===== config.mk =====
export PLATFORM = sky130hd
export DESIGN_NAME = ring_status_message_exchange
export DESIGN_NICKNAME = d
export VERILOG_FILES = /design/src/hdl/ring_pkg.sv /design/src/hdl/ring_frame_rx.sv /design/src/hdl/ring_status_message_exchange.sv
export VERILOG_INCLUDE_DIRS = /design/src /design/src/hdl
export SDC_FILE = /design/constraint.sdc
export NUM_CORES = 1
export LEC_CHECK = 0
export BUFFER_PORTS_ARGS = -buffer_cell sky130_fd_sc_hd__buf_2
export CORE_MARGIN = 2
export CORE_UTILIZATION = 64
export DETAILED_ROUTE_END_ITERATION = 8
export PLACE_DENSITY = 0.81
export SLEW_MARGIN = 15
export SYNTH_ARGS = -nofsm -noshare
export SYNTH_HDL_FRONTEND = slang
export SYNTH_HIERARCHICAL = 1
export SYNTH_SLANG_ARGS = --single-unit

===== constraint.sdc =====
create_clock -name clk_i -period 4.75 [get_ports clk_i]
set_input_delay 0 -clock clk_i [delete_from_list [all_inputs] [get_ports clk_i]]
set_output_delay 0 -clock clk_i [all_outputs]
set_load 0.02 [all_outputs]

===== src/hdl/ring_defs.svh =====
// Purpose: shared constants for the status ring exchange
// Assumes: 40 MHz system clock, word-indexed register port
// Notes:   frame is start bit, id byte, 16 status bits, crc32, stop bit
`ifndef RING_DEFS_SVH
`define RING_DEFS_SVH

`define CLK_HZ        40000000
`define RATE_LO_BPS   64000
`define RATE_HI_BPS   128000
`define BIT_CYC_LO    (`CLK_HZ / `RATE_LO_BPS)
`define BIT_CYC_HI    (`CLK_HZ / `RATE_HI_BPS)
`define MS_CYC        (`CLK_HZ / 1000)

`define INTEG_MAX_MS  500
`define INTEG_LO_MS   490
`define INTEG_HI_MS   245
`define TIMEOUT_MS    1500

`define PAYLOAD_BITS  24
`define CRC_BITS      32
`define FRAME_BITS    57
`define CRC_POLY      32'h04C11DB7
`define CRC_INIT      32'hFFFFFFFF

`define REG_CTRL      4'h0
`define REG_ID        4'h1
`define REG_OUT_STAT  4'h2
`define REG_PEER_CFG  4'h3
`define REG_FLAGS     4'h4
`define REG_RX_LAST   4'h5
`define REG_IRQ_STAT  4'h6
`define REG_IRQ_MASK  4'h7

`define CTRL_ENABLE   0
`define CTRL_RATE_HI  1
`define CTRL_RING_EN  2
`define CTRL_BRIDGE   3
`define CTRL_RESET    4'h0

`define IRQ_RX_MSG    0
`define IRQ_CRC_ERR   1
`define IRQ_RING_BRK  2
`define IRQ_PEER_OFF  3

`endif


===== src/hdl/ring_pkg.sv =====
// Purpose: types and shared functions for the status ring exchange
// Assumes: ring_defs.svh supplies the numeric constants
// Notes:   crc is msb-first, no reflection, no final inversion
`include "ring_defs.svh"

package ring_pkg;

  typedef enum logic [1:0] {
    RX_IDLE  = 2'b00,
    RX_START = 2'b01,
    RX_DATA  = 2'b10
  } rx_state_t;

  typedef enum logic {
    TX_IDLE = 1'b0,
    TX_SEND = 1'b1
  } tx_state_t;

  function automatic logic [31:0] crc32_24(input logic [23:0] d);
    logic [31:0] c;
    c = `CRC_INIT;
    for (int i = 23; i >= 0; i--) begin
      c = (c[31] ^ d[i]) ? ((c << 1) ^ `CRC_POLY) : (c << 1);
    end
    return c;
  endfunction : crc32_24

  function automatic logic is_own(input logic [7:0] id, input logic [3:0] sid);
    return id == {4'h0, sid};
  endfunction : is_own

endpackage : ring_pkg


===== src/hdl/ring_frame_rx.sv =====
// Purpose: receive one channel's serial frames and check their crc
// Assumes: idle-high line, bit period given in clk_i cycles
// Notes:   pulses valid_o or crc_err_o for one cycle per frame
`timescale 1ns/1ps
`include "ring_defs.svh"

module ring_frame_rx #(
  parameter int CNT_W = 10
) (
  input  wire logic             clk_i,
  input  wire logic             arst_n_i,
  input  wire logic [CNT_W-1:0] bit_cyc_i,
  input  wire logic             line_i,
  output logic                  valid_o,
  output logic                  crc_err_o,
  output logic [7:0]            id_o,
  output logic [15:0]           stat_o
);
  import ring_pkg::*;

  localparam int DB = `PAYLOAD_BITS + `CRC_BITS;

  typedef struct packed {
    logic             sync1;
    logic             sync2;
    rx_state_t        st;
    logic [CNT_W-1:0] cnt;
    logic [5:0]       nbit;
    logic [DB-1:0]    shr;
    logic             valid;
    logic             crc_err;
  } rx_regs_t;

  rx_regs_t s;
  rx_regs_t next_s;

  always_comb begin
    logic good;
    good = 1'b0;
    next_s = s;
    next_s.sync1 = line_i;
    next_s.sync2 = s.sync1;
    next_s.valid = 1'b0;
    next_s.crc_err = 1'b0;
    unique case (s.st)
      RX_IDLE: begin
        if (!s.sync2) begin
          next_s.st = RX_START;
          next_s.cnt = bit_cyc_i >> 1;
        end
      end
      RX_START: begin
        if (s.cnt != '0) begin
          next_s.cnt = s.cnt - 1'b1;
        end else if (s.sync2) begin
          // glitch shorter than half a bit
          next_s.st = RX_IDLE;
        end else begin
          next_s.st = RX_DATA;
          next_s.cnt = bit_cyc_i - 1'b1;
          next_s.nbit = '0;
        end
      end
      RX_DATA: begin
        if (s.cnt != '0) begin
          next_s.cnt = s.cnt - 1'b1;
        end else begin
          next_s.cnt = bit_cyc_i - 1'b1;
          next_s.nbit = s.nbit + 1'b1;
          if (s.nbit == 6'(`FRAME_BITS - 1)) begin
            good = s.sync2 && (crc32_24(s.shr[DB-1:`CRC_BITS]) == s.shr[`CRC_BITS-1:0]);
            next_s.valid = good;
            next_s.crc_err = !good;
            next_s.st = RX_IDLE;
          end else begin
            next_s.shr = {s.shr[DB-2:0], s.sync2};
          end
        end
      end
      default: next_s.st = RX_IDLE;
    endcase
  end

  always_ff @(posedge clk_i or negedge arst_n_i) begin
    if (!arst_n_i) begin
      s <= '0;
      s.sync1 <= 1'b1;
      s.sync2 <= 1'b1;
    end else begin
      s <= next_s;
    end
  end

  assign valid_o = s.valid;
  assign crc_err_o = s.crc_err;
  assign id_o = s.shr[DB-1:DB-8];
  assign stat_o = s.shr[DB-9:`CRC_BITS];

endmodule : ring_frame_rx


===== src/hdl/ring_status_message_exchange.sv =====
// Purpose: status message framer for a relay-to-relay ring link
// Assumes: 40 MHz clk_i, idle-high serial lines at 64 or 128 kbps
// Notes:   store-and-forward, one shared serializer for both channels
//
// The implementer's own choices: the address-and-strobe port and the placing of the registers.
`timescale 1ns/1ps
`include "ring_defs.svh"

module ring_status_message_exchange #(
  parameter int CHANNELS   = 2,
  parameter int MS_CYC     = `MS_CYC,
  parameter int TIMEOUT_MS = `TIMEOUT_MS
) (
  input  wire logic        clk_i,
  input  wire logic        arst_n_i,
  input  wire logic [3:0]  addr_i,
  input  wire logic [31:0] wdata_i,
  input  wire logic        we_i,
  input  wire logic        re_i,
  output logic      [31:0] rdata_o,
  input  wire logic        ch1_rx_i,
  input  wire logic        ch2_rx_i,
  output logic             ch1_tx_o,
  output logic             ch2_tx_o,
  output logic             ring_break_o,
  output logic             peer_offline_o,
  output logic             irq_o
);
  import ring_pkg::*;

  localparam int TX_W = `FRAME_BITS + 1;

  if (CHANNELS < 1 || CHANNELS > 2) begin : g_bad_channels
    $error("CHANNELS must be 1 or 2");
  end
  if (MS_CYC < 2 || MS_CYC > 65535) begin : g_bad_ms
    $error("MS_CYC out of range");
  end
  if (TIMEOUT_MS <= 2 * `INTEG_MAX_MS || TIMEOUT_MS > 2047) begin : g_bad_timeout
    $error("TIMEOUT_MS out of range");
  end

  typedef struct packed {
    logic [3:0]        ctrl;
    logic [3:0]        sid;
    logic [15:0]       out_stat;
    logic [15:0]       peer_cfg;
    logic [3:0]        irq_stat;
    logic [3:0]        irq_mask;
    logic [31:0]       rdata;
    logic [15:0]       ms_cnt;
    logic [15:0][10:0] age;
    logic [10:0]       ring_age;
    logic [8:0]        integ_ms;
    logic              own_pend;
    logic [1:0]        fwd_pend;
    logic [1:0][23:0]  fwd_msg;
    logic [7:0]        last_id;
    logic [15:0]       last_stat;
    tx_state_t         tst;
    logic [9:0]        bcnt;
    logic [5:0]        tbit;
    logic [TX_W-1:0]   tshr;
    logic [1:0]        tmask;
    logic              tx1;
    logic              tx2;
    logic              ring_break;
    logic              peer_off;
    logic              irq;
  } st_t;

  st_t s;
  st_t next_s;

  logic [9:0]  bit_cyc;
  logic [1:0]  rx_ok;
  logic [1:0]  rx_bad;
  logic [7:0]  rx_id [2];
  logic [15:0] rx_stat [2];

  assign bit_cyc = s.ctrl[`CTRL_RATE_HI] ? 10'(`BIT_CYC_HI) : 10'(`BIT_CYC_LO);

  ring_frame_rx #(.CNT_W(10)) u_rx1 (
    .clk_i     (clk_i),
    .arst_n_i  (arst_n_i),
    .bit_cyc_i (bit_cyc),
    .line_i    (ch1_rx_i),
    .valid_o   (rx_ok[0]),
    .crc_err_o (rx_bad[0]),
    .id_o      (rx_id[0]),
    .stat_o    (rx_stat[0])
  );

  ring_frame_rx #(.CNT_W(10)) u_rx2 (
    .clk_i     (clk_i),
    .arst_n_i  (arst_n_i),
    .bit_cyc_i (bit_cyc),
    .line_i    (ch2_rx_i),
    .valid_o   (rx_ok[1]),
    .crc_err_o (rx_bad[1]),
    .id_o      (rx_id[1]),
    .stat_o    (rx_stat[1])
  );

  always_comb begin
    logic        en;
    logic        tick;
    logic [1:0]  ok;
    logic [15:0] online;
    logic [3:0]  ev;
    logic [3:0]  clr;
    logic [23:0] pay;
    logic [1:0]  own_mask;
    logic [1:0]  fwd0_mask;
    en = s.ctrl[`CTRL_ENABLE];
    ok = en ? (rx_ok & ((CHANNELS == 2) ? 2'b11 : 2'b01)) : 2'b00;
    online = '0;
    ev = '0;
    clr = '0;
    pay = '0;
    own_mask = (CHANNELS == 2) ? 2'b11 : 2'b01;
    fwd0_mask = {(CHANNELS == 2) && s.ctrl[`CTRL_BRIDGE], 1'b1};
    next_s = s;
    next_s.rdata = '0;

    tick = (s.ms_cnt == 16'(MS_CYC - 1));
    next_s.ms_cnt = tick ? '0 : s.ms_cnt + 1'b1;

    for (int i = 0; i < 16; i++) begin
      if (!en) begin
        next_s.age[i] = '0;
      end else if ((ok[0] && rx_id[0] == 8'(i) && !is_own(rx_id[0], s.sid)) ||
                   (ok[1] && rx_id[1] == 8'(i) && !is_own(rx_id[1], s.sid))) begin
        next_s.age[i] = '0;
      end else if (tick && s.age[i] < 11'(TIMEOUT_MS)) begin
        next_s.age[i] = s.age[i] + 1'b1;
      end
      online[i] = s.age[i] < 11'(TIMEOUT_MS);
    end

    if (!en || !s.ctrl[`CTRL_RING_EN]) begin
      next_s.ring_age = '0;
    end else if ((ok[0] && is_own(rx_id[0], s.sid)) || (ok[1] && is_own(rx_id[1], s.sid))) begin
      next_s.ring_age = '0;
    end else if (tick && s.ring_age < 11'(TIMEOUT_MS)) begin
      next_s.ring_age = s.ring_age + 1'b1;
    end
    next_s.ring_break = en && s.ctrl[`CTRL_RING_EN] && s.ring_age >= 11'(TIMEOUT_MS);
    next_s.peer_off = en && |(s.peer_cfg & ~online);

    if (ok[0]) begin
      next_s.last_id = rx_id[0];
      next_s.last_stat = rx_stat[0];
    end else if (ok[1]) begin
      next_s.last_id = rx_id[1];
      next_s.last_stat = rx_stat[1];
    end

    if (tick && s.integ_ms != '1) begin
      next_s.integ_ms = s.integ_ms + 1'b1;
    end

    unique case (s.tst)
      TX_IDLE: begin
        next_s.tmask = '0;
        if (en && s.own_pend) begin
          pay = {4'h0, s.sid, s.out_stat};
          next_s.own_pend = 1'b0;
          next_s.integ_ms = '0;
          next_s.tmask = own_mask;
        end else if (en && s.fwd_pend[0]) begin
          pay = s.fwd_msg[0];
          next_s.fwd_pend[0] = 1'b0;
          next_s.tmask = fwd0_mask;
        end else if (en && s.fwd_pend[1]) begin
          pay = s.fwd_msg[1];
          next_s.fwd_pend[1] = 1'b0;
          next_s.tmask = 2'b10;
        end
        if (next_s.tmask != 2'b00) begin
          next_s.tst = TX_SEND;
          next_s.tshr = {1'b0, pay, crc32_24(pay), 1'b1};
          next_s.bcnt = bit_cyc - 1'b1;
          next_s.tbit = '0;
        end
      end
      TX_SEND: begin
        if (s.bcnt != '0) begin
          next_s.bcnt = s.bcnt - 1'b1;
        end else if (s.tbit == 6'(TX_W - 1)) begin
          next_s.tst = TX_IDLE;
          next_s.tmask = '0;
        end else begin
          next_s.bcnt = bit_cyc - 1'b1;
          next_s.tbit = s.tbit + 1'b1;
          next_s.tshr = {s.tshr[TX_W-2:0], 1'b1};
        end
      end
    endcase

    // pending sets come after the loads so a new event is never lost
    // next value, so the load that just cleared the count does not re-arm a second frame
    if (en && next_s.integ_ms >= (s.ctrl[`CTRL_RATE_HI] ? 9'(`INTEG_HI_MS) : 9'(`INTEG_LO_MS))) begin
      next_s.own_pend = 1'b1;
    end
    if (we_i && addr_i == `REG_OUT_STAT && wdata_i[15:0] != s.out_stat) begin
      next_s.own_pend = 1'b1;
    end
    for (int c = 0; c < 2; c++) begin
      if (ok[c] && !is_own(rx_id[c], s.sid)) begin
        next_s.fwd_pend[c] = 1'b1;
        next_s.fwd_msg[c] = {rx_id[c], rx_stat[c]};
      end
    end

    next_s.tx1 = !(next_s.tst == TX_SEND && next_s.tmask[0]) || next_s.tshr[TX_W-1];
    next_s.tx2 = !(next_s.tst == TX_SEND && next_s.tmask[1]) || next_s.tshr[TX_W-1];

    if (we_i) begin
      unique case (addr_i)
        `REG_CTRL:     next_s.ctrl = wdata_i[3:0];
        `REG_ID:       next_s.sid = wdata_i[3:0];
        `REG_OUT_STAT: next_s.out_stat = wdata_i[15:0];
        `REG_PEER_CFG: next_s.peer_cfg = wdata_i[15:0];
        `REG_IRQ_STAT: clr = wdata_i[3:0];
        `REG_IRQ_MASK: next_s.irq_mask = wdata_i[3:0];
        default: ;
      endcase
    end
    if (re_i) begin
      unique case (addr_i)
        `REG_CTRL:     next_s.rdata = {28'h0, s.ctrl};
        `REG_ID:       next_s.rdata = {28'h0, s.sid};
        `REG_OUT_STAT: next_s.rdata = {16'h0, s.out_stat};
        `REG_PEER_CFG: next_s.rdata = {16'h0, s.peer_cfg};
        `REG_FLAGS:    next_s.rdata = {online, 13'h0, s.tst == TX_SEND, s.peer_off,
                                       s.ring_break};
        `REG_RX_LAST:  next_s.rdata = {s.last_id, 8'h0, s.last_stat};
        `REG_IRQ_STAT: next_s.rdata = {28'h0, s.irq_stat};
        `REG_IRQ_MASK: next_s.rdata = {28'h0, s.irq_mask};
        default:       next_s.rdata = '0;
      endcase
    end

    ev[`IRQ_RX_MSG] = |ok;
    ev[`IRQ_CRC_ERR] = en && |(rx_bad & ((CHANNELS == 2) ? 2'b11 : 2'b01));
    ev[`IRQ_RING_BRK] = next_s.ring_break && !s.ring_break;
    ev[`IRQ_PEER_OFF] = next_s.peer_off && !s.peer_off;
    // set wins over a write-one clear
    next_s.irq_stat = (s.irq_stat & ~clr) | ev;
    next_s.irq = |(next_s.irq_stat & next_s.irq_mask);
  end

  always_ff @(posedge clk_i or negedge arst_n_i) begin
    if (!arst_n_i) begin
      s <= '0;
      s.ctrl <= `CTRL_RESET;
      s.tx1 <= 1'b1;
      s.tx2 <= 1'b1;
    end else begin
      s <= next_s;
    end
  end

  assign rdata_o = s.rdata;
  assign ch1_tx_o = s.tx1;
  assign ch2_tx_o = s.tx2;
  assign ring_break_o = s.ring_break;
  assign peer_offline_o = s.peer_off;
  assign irq_o = s.irq;

endmodule : ring_status_message_exchange


# --- Word level (Yosys, flattened, before mapping) ---
# Index checks and enable logic that the tools add are counted.
word_totals:
  register_bits: 605
  in_bits: 42
  wordCells: 708
classes:
  add_sub_neg: 26
  magnitude_cmp: 19
  n_eq_ne: 89
  mux: 194
  n_bitwise: 149
  reduce_logical: 171
ops:
  columns: ["cell", "n"]
  rows:
  - ["$mux 27", 72]
  - ["$not 14->14", 69]
  - ["$mux 11", 51]
  - ["$pmux 32 s8", 1]
  - ["$add 11x1->11 const B", 17]
  - ["$lt 11x11->1 const B", 17]
  - ["$pmux 77 s2", 1]
  - ["$mux 24", 6]
  - ["$eq 8x4->1 const B", 16]
  - ["$mux 64", 2]
  - ["$mux 56", 2]
  - ["$logic_and 1x1->1", 102]
  - ["$mux 75", 1]
  - ["$mux 74", 1]
  - ["$mux 10", 7]
  - ["$mux 66", 1]
  - ["$eq 32x32->1", 2]
  - ["$eq 8x3->1 const B", 8]
  - ["$pmux 10 s3", 2]
  - ["$xor 1x1->1", 54]
  - ["$ne 3x1->1 const B", 17]
  - ["$mux 16", 3]
  - ["$sub 10x1->10 const B", 4]
  - ["$mux 2", 19]
  - ["49 further kinds", 173]

# --- Longest topological paths before layout ---
# Gate-level depths: netlist of the first run.
logic_depth:
  word_depth: 57
  mapped_depth: 18
  ltp_nobuf: 18

# --- Hierarchy ---
# The synthesis of the first run kept the hierarchy.
by_module_without_submodules:
  columns: ["mod", "n_inst", "cells_each", "area_per_inst_um2"]
  rows:
  - ["ring_status_message_exchange", 1, 2271, 23911.7]
  - ["ring_frame_rx (u_rx1)", 1, 558, 6376.1]
  - ["ring_frame_rx (u_rx2)", 1, 540, 6276.0]

# --- Worst setup path after synthesis of the first run ---
# No wires, ideal clock.
synth_timing:
  path_kind: "flip-flop to flip-flop"
  start: "reg u_rx1.s (netlist bit u_rx1/id_o[6])"
  end: "reg u_rx1.s (netlist bit u_rx1/crc_err_o)"
  t_arrival_ns: 3.283
  path_slack_ns: 1.324
  path_stages_with_launch: 11
  path_cell_list: "dfrtp_1 > buf_6 > xnor3_2 > xor2_4 > xor3_2 > xnor3_2 > xnor3_1 > mux2i_1 > o2111ai_1 > a2111oi_2 > a21boi_0"
synth_rtl:
  columns: ["element", "line", "text"]
  rows:
  - ["start: declaration", "ring_frame_rx.sv:34", "rx_regs_t s;"]
  - ["start signal: assignment", "ring_frame_rx.sv:90", "s <= next_s;"]

==> results of run 1 <==
layer usage:
layer	vias to the layer above	wire length, um
li1	11600	-
met1	13000	36400
met2	1020	42400
met3	193	6790
met4	2	2630
met5	-	13
through the flow:
| step | hold WS (ns) | total power [mW] | util (%) | setup slack [ns] |
|---|---|---|---|---|
| after floorplan | -0.296 | 12.2 | - | 1.32 |
| final | 0.0306 | 19.0 | 70.3 | 0.657 |
| after CTS | 0.00232 | 19.0 | 70.2 | 0.719 |
| after detailed placement | -0.00762 | 13.7 | 65.8 | 0.747 |
| after global routing | 0.0646 | 19.9 | 70.3 | 0.452 |
| after global placement | -0.0143 | 13.5 | 65.8 | 0.824 |
power breakdown:
part / internal [mW] / switching [mW] / total (mW) / leakage (nW)
combinational: 3.98 / 3.84 / 7.82 / 8.96
sequential: 5.55 / 0.414 / 5.97 / 8.24
clock: 3.00 / 2.19 / 5.19 / 1.08
layout by cell type (no fill, tap or decap), types with 30 or more instances in the layout:
master and n:
a21oi_1 77, a221o_1 31, a22oi_1 43, and3_1 61
buf_2 61, buf_4 45, clkbuf_16 66, conb_1 39
dfrtp_1 598, ha_1 44, inv_1 39, mux2_2 204
mux2i_1 58, nand2_1 226, nand2b_1 30, nand3_1 72
nand4_1 51, nor2_1 372, nor3_1 33, o21ai_0 107
xnor2_1 351, xnor3_1 84, xor2_1 223
worst register-to-register path: cells and delay by family (launching register included):
family	cells	cell delay, ns
buffers and inverters	1	0.30
xor gates and xnor gates	4	2.12
and+or+nand+nor	2	0.81
DFF	1	0.55
AOI/OAI and AO/OA	2	0.25
path summary, 6_finish.rpt:
path                                       start           to  slack, ns
worst min register to register  u_rx1/next_s[76]  u_rx1/s[76]       0.36
worst min-delay path                    arst_n_i       s[231]       0.03
min in group clk_i                     addr_i[0]   rdata_o[2]       0.03
worst max register to register            s[155]        s[19]       0.66
worst max-delay path                      s[155]        s[19]       0.66
max in group asynchronous               arst_n_i        s[22]       3.83
registers in the layout (all words and copies together), names as in the netlist:
name             flops
s                  412
u_rx1/s             51
u_rx2/s             51
rdata_o             32
u_rx1/stat_o        16
u_rx2/stat_o        16
u_rx1/id_o           8
u_rx2/id_o           8
ch1_tx_o             1
ch2_tx_o             1
irq_o                1
peer_offline_o       1
ring_break_o         1
u_rx1/crc_err_o      1
u_rx1/next_s         1
u_rx1/valid_o        1
u_rx2/crc_err_o      1
u_rx2/next_s         1
u_rx2/valid_o        1
logic make-up (layout without fill, tap and decap cells):
family                     Yosys count  count (layout)  synth area share [%]
DFF                                605             605                  41.4
AOI/OAI and AO/OA                  485             485                  9.57
and+or+nand+nor                    965             965                  12.3
buffers and inverters              274             296                  3.95
adders and majority gates           44              44                  1.51
other                                2              39                0.0205
xor gates and xnor gates           728             728                  23.2
muxes                              266             266                  8.12
area by class of cell:
class,instances,area (um2),area share (%)
clock buffer,93,1900,4.80
clock inverter,25,298,0.752
inverter,40,150,0.379
multi-input combinational,2527,20200,50.9
sequential,605,15100,38.2
tap,756,946,2.39
timing repair buffer,138,1020,2.58
repair_timing:
action,4_1_cts,5_1_grt
gates resized for setup,0,0
hold buffers,26,0
endpoints found under the hold margin,366,0
==> impl_metrics.ini, run 1 <==
[timing]
setup_viol = 0
max_slew_margin_pct = 22.5
rsz0062_at_grt = no
finalClockSkew_ns = 0.0247
worst_pin_slew_ns = 1.15
finalMaxSlewViolations = 0
period_minus_slack_ns = 4.09
tns_ns = 0
final-hold-violation-count = 0
clock.fmax_mhz = 244
post-route-period-util_pct = 86.2

[global_routing]
grt_overflow = 0
grt_pass1_vias = 26200
use_met2_pct = 49.6
grt_max_degree = 168
antenna_found_initial = 1
grt.met3_usage_pct = 5.44
gr-usage-all-layers_pct = 30.3
grt_busiest_layer = met2
grt_pass1_wl_um = 142000
gr-usage-met1_pct = 40.9

[die]
die_w_um = 243
die-area_mm2 = 0.0591
core_area_mm2 = 0.0564
pin_count = 79
floorplan.initialDensity_pct = 64.8
rows = 87
die_h_um = 243

[setup_path]
cp_top_family = XOR/XNOR gates
end_kind = flip-flop
cp_common_cell = xnor3_1
crit_fanout = 13
crit_type = flip-flop to flip-flop
cp_slowest_cell = xnor3_1
crit_buf_inv = 1
crit_cells = 9
critPathRequiredTime_ns = 5.29
worst-endpoint-arrival_ns = 4.64
worstRegToRegCells = 9
max_stage_delay_ns = 0.72
path_cells = nor2b_2 -> buf_4 -> a22oi_1 -> nor2_2 -> xnor3_1 -> xor3_2 -> xor2_2 -> xnor3_1 -> o21ai_1
worstSetupStartpointType = flip-flop

[final_layout]
fin_area_mm2 = 0.0396
fin_cells = 4184
n_fill_cell = 3963
area_growth_pct = 8.36
nNetsFinal = 3464
drive_above_1_share_pct = 15.6
antennaDiodeCount = 0

[place]
port_buffers = 62
hpwl_um = 61700
routabilityCongestion = 0.970
dp.cells = 4039
placed_area_mm2 = 0.0371

[synthesis]
synth_area_mm2 = 0.0366
synth-edff-count = 0
synth_flop_cell = dfrtp_1
async_flop_share_pct = 100
synth_seq_cells = 605
synthTopCellsByCount = dfrtp_1 (599), nor2_1 (377), xnor2_1 (351), nand2_1 (227), xor2_1 (223)
yosysMostFrequentCell = dfrtp_1
yosys.area.top_type_share_pct = 41.0
yosysTopAreaCell = dfrtp_1
synth_area_per_cell_um2 = 10.9
netlist_instances = 3369
yosysUniqueCellTypes = 101
synthTopCellsByArea = dfrtp_1 (41%), xnor2_1 (8.4%), mux2_2 (6.3%), xor2_1 (5.3%), xnor3_1 (5.2%)
synth_seq_area_share_pct = 41.4
ys_warn_count = 6

[detailed_routing]
drtIter0Drc = 2464
route.vias.total = 25900
vias_per_cell = 6.19
first_pass_iters = 8
drc = 0
wl_per_cell_um = 21.1
ant_nets = 0
drt-total-wl_um = 88200

[worst_hold_path]
hold_class = input pin to asynchronous set/reset pin

[clock_tree]
cts_buffers = 66
numClockSinks = 605
root_buffer = clkbuf_16
cts_tree = yes
clk_pin_slew_ns = 0.06
ctsHtreeMaxLevel = 3
worstSkewPairLatency_ns = 0.62
cts_setup_buffers = 0
clockBufferDepth = 3

[power_and_ir_drop]
leakagePower_nw = 18.3
ir_drop_mv = 0.860
powerDensity_mw_per_mm2 = 479

[run]
drv_cap = 0

[status]
status = completed
No activity file was read; power rests on OpenSTA's default activity.
==> run 2: changes to the inputs <==
--- a/config.mk
+++ b/config.mk
@@ -8,9 +8,9 @@
 export LEC_CHECK = 0
 export BUFFER_PORTS_ARGS = -buffer_cell sky130_fd_sc_hd__buf_2
 export CORE_MARGIN = 2
-export CORE_UTILIZATION = 64
+export CORE_UTILIZATION = 55
 export DETAILED_ROUTE_END_ITERATION = 8
-export PLACE_DENSITY = 0.81
+export PLACE_DENSITY = 0.71
 export SLEW_MARGIN = 15
 export SYNTH_ARGS = -nofsm -noshare
 export SYNTH_HDL_FRONTEND = slang
==> run 2 against run 1 <==
Compared with the run above:
- clock power up 6.6%
- total power up 2.3%
- cell area up 0.92%
- critical path type unchanged
- combinational power up 0.8%
- sequential share of layout area down 0.35 points
- via count down 1.8%
- register-to-register slack worse by 0.07 ns
- largest cell class unchanged
==> impl_metrics.ini, run 2 (synthesis results as in run 1) <==
[status]
status = completed

[clock_tree]
cts_tree = yes
worstSkewPairLatency_ns = 0.64
cts_setup_buffers = 0
cts_buffers = 70
clk_pin_slew_ns = 0.06
clockBufferDepth = 3
ctsHtreeMaxLevel = 3
numClockSinks = 605
root_buffer = clkbuf_16

[timing]
worst_pin_slew_ns = 1.20
tns_ns = 0
max_slew_margin_pct = 19.4
clock.fmax_mhz = 240
holdWs_ns = 0.0205
rsz0062_at_grt = no
setup_viol = 0
final-hold-violation-count = 0
post-route-period-util_pct = 87.7
period_minus_slack_ns = 4.17
finalClockSkew_ns = 0.0452
finalMaxSlewViolations = 0

[power_and_ir_drop]
power_mw = 19.4
ir_drop_mv = 0.747
leakagePower_nw = 18.4
powerDensity_mw_per_mm2 = 485

[setup_path]
worstRegToRegCells = 10
r2r-start = s[155]
crit_fanout = 12
critPathRequiredTime_ns = 5.28
crit_type = flip-flop to flip-flop
r2r_setup_slack_ns = 0.58
cp_slowest_cell = dfrtp_1
worst-endpoint-arrival_ns = 4.70
cp_common_cell = xnor3_1
regToRegEndpoint = s[25]
worstSetupStartpointType = flip-flop
end_kind = flip-flop
cp_top_family = XOR/XNOR gates
max_stage_delay_ns = 0.58
path_cells = nor2b_2 -> buf_4 -> a22oi_2 -> xnor3_1 -> o21ai_4 -> xnor3_2 -> xnor2_4 -> xnor3_1 -> xnor3_1 -> o21ai_1
crit_buf_inv = 1

[die]
die_w_um = 262
die-area_mm2 = 0.0686
core_area_mm2 = 0.0657
rows = 94
die_h_um = 262
pin_count = 79
floorplan.initialDensity_pct = 55.6

[detailed_routing]
drt-total-wl_um = 88500
drtIter0Drc = 2183
route.vias.total = 25400
wl_per_cell_um = 20.6
ant_nets = 0
vias_per_cell = 5.91
drc = 0
first_pass_iters = 6

[global_routing]
antenna_found_initial = 1
grt_pass1_vias = 25700
gr-usage-all-layers_pct = 26.0
grt_overflow = 0
grt_pass1_wl_um = 141000
grt_max_degree = 119

[final_layout]
largest_reg_flops = 412
most-common-layout-cells = dfrtp_1 (598), nor2_1 (372), xnor2_1 (351)
n_fill_cell = 5203
final_common_cell = dfrtp_1
area_growth_pct = 9.36
reg_top3 = s: 412 flops, u_rx1/s: 51 flops, u_rx2/s: 51 flops
drive_above_1_share_pct = 15.9
regMostFlops = s
fin_util_pct = 60.8
nNetsFinal = 3469

[place]
port_buffers = 62
routabilityCongestion = 0.935
hpwl_um = 62500

[worst_hold_path]
hold_class = input pin to asynchronous set/reset pin

[run]
drv_cap = 0
-- run 2: cell count changes in the layout (fill, tap and decap cells not counted), sizes merged --
cell,delta
buf,+1
bufinv,+1
clkbuf,+2
clkinv,+6
clkinvlp,+4
diode,+1
dlygate4sd3,+1
inv,-4
-- run 2: worst register-to-register path: cells and delay by family (launching register included) --
family,cells,cell delay [ns]
AOI/OAI and AO/OA,3,0.52
xor gates and xnor gates,5,2.11
buffers and inverters,1,0.30
and+or+nand+nor,1,0.57
DFF,1,0.58
-- run 2: what timing repair did --
| item | CTS | global route |
|---|---|---|
| hold buffers | 26 | 0 |
| gates resized for setup | 0 | 0 |
| hold endpoints to repair | 191 | 0 |
-- run 2: cell type report --
class / instances / area (um2) / area share (%)
clock buffer: 96 / 2030 / 5.08
antenna: 1 / 2.50 / 0.00626
clock inverter: 32 / 378 / 0.945
inverter: 40 / 150 / 0.376
timing repair buffer: 139 / 1040 / 2.60
tap: 864 / 1080 / 2.70
multi-input combinational: 2527 / 20200 / 50.4
sequential: 605 / 15100 / 37.9
-- run 2: per-layer routing --
layer	share of wire (%)	track usage [%]	vias up
met1	44	36.2	12800
met4	2.8	8.27	2
met3	6.2	4.13	148
met5	0.015	0	-
li1	-	-	11700
met2	47	41.8	776
-- run 2: worst max path at each step --
stage	startpoint	end	slack [ns]	cells after the start
after detailed placement	u_rx1/id_o[3]	s[227]	0.67	9
after CTS	s[155]	s[25]	0.64	10
after floorplan	u_rx1/id_o[6]	u_rx1/crc_err_o	1.32	10
after global routing	s[155]	s[18]	0.45	10
final	s[155]	s[25]	0.58	10
after global placement	u_rx1/id_o[3]	u_rx1/crc_err_o	0.70	9
-- run 2: stage by stage --
step | setup WS (ns) | instance area (um2) | cells
final | 0.583 | 40000 | 4304
after global routing | 0.448 | 40000 | 4303
after CTS | 0.642 | 39900 | 4301
after detailed placement | 0.671 | 37300 | 4147
after global placement | 0.699 | 37300 | 4147
after floorplan | 1.32 | 36700 | 3406
-- run 2: power breakdown --
part           total, mW  switching, mW  internal (mW)
Combinational       7.88           3.88           3.99
Sequential          6.00          0.447           5.55
Clock               5.53           2.28           3.26
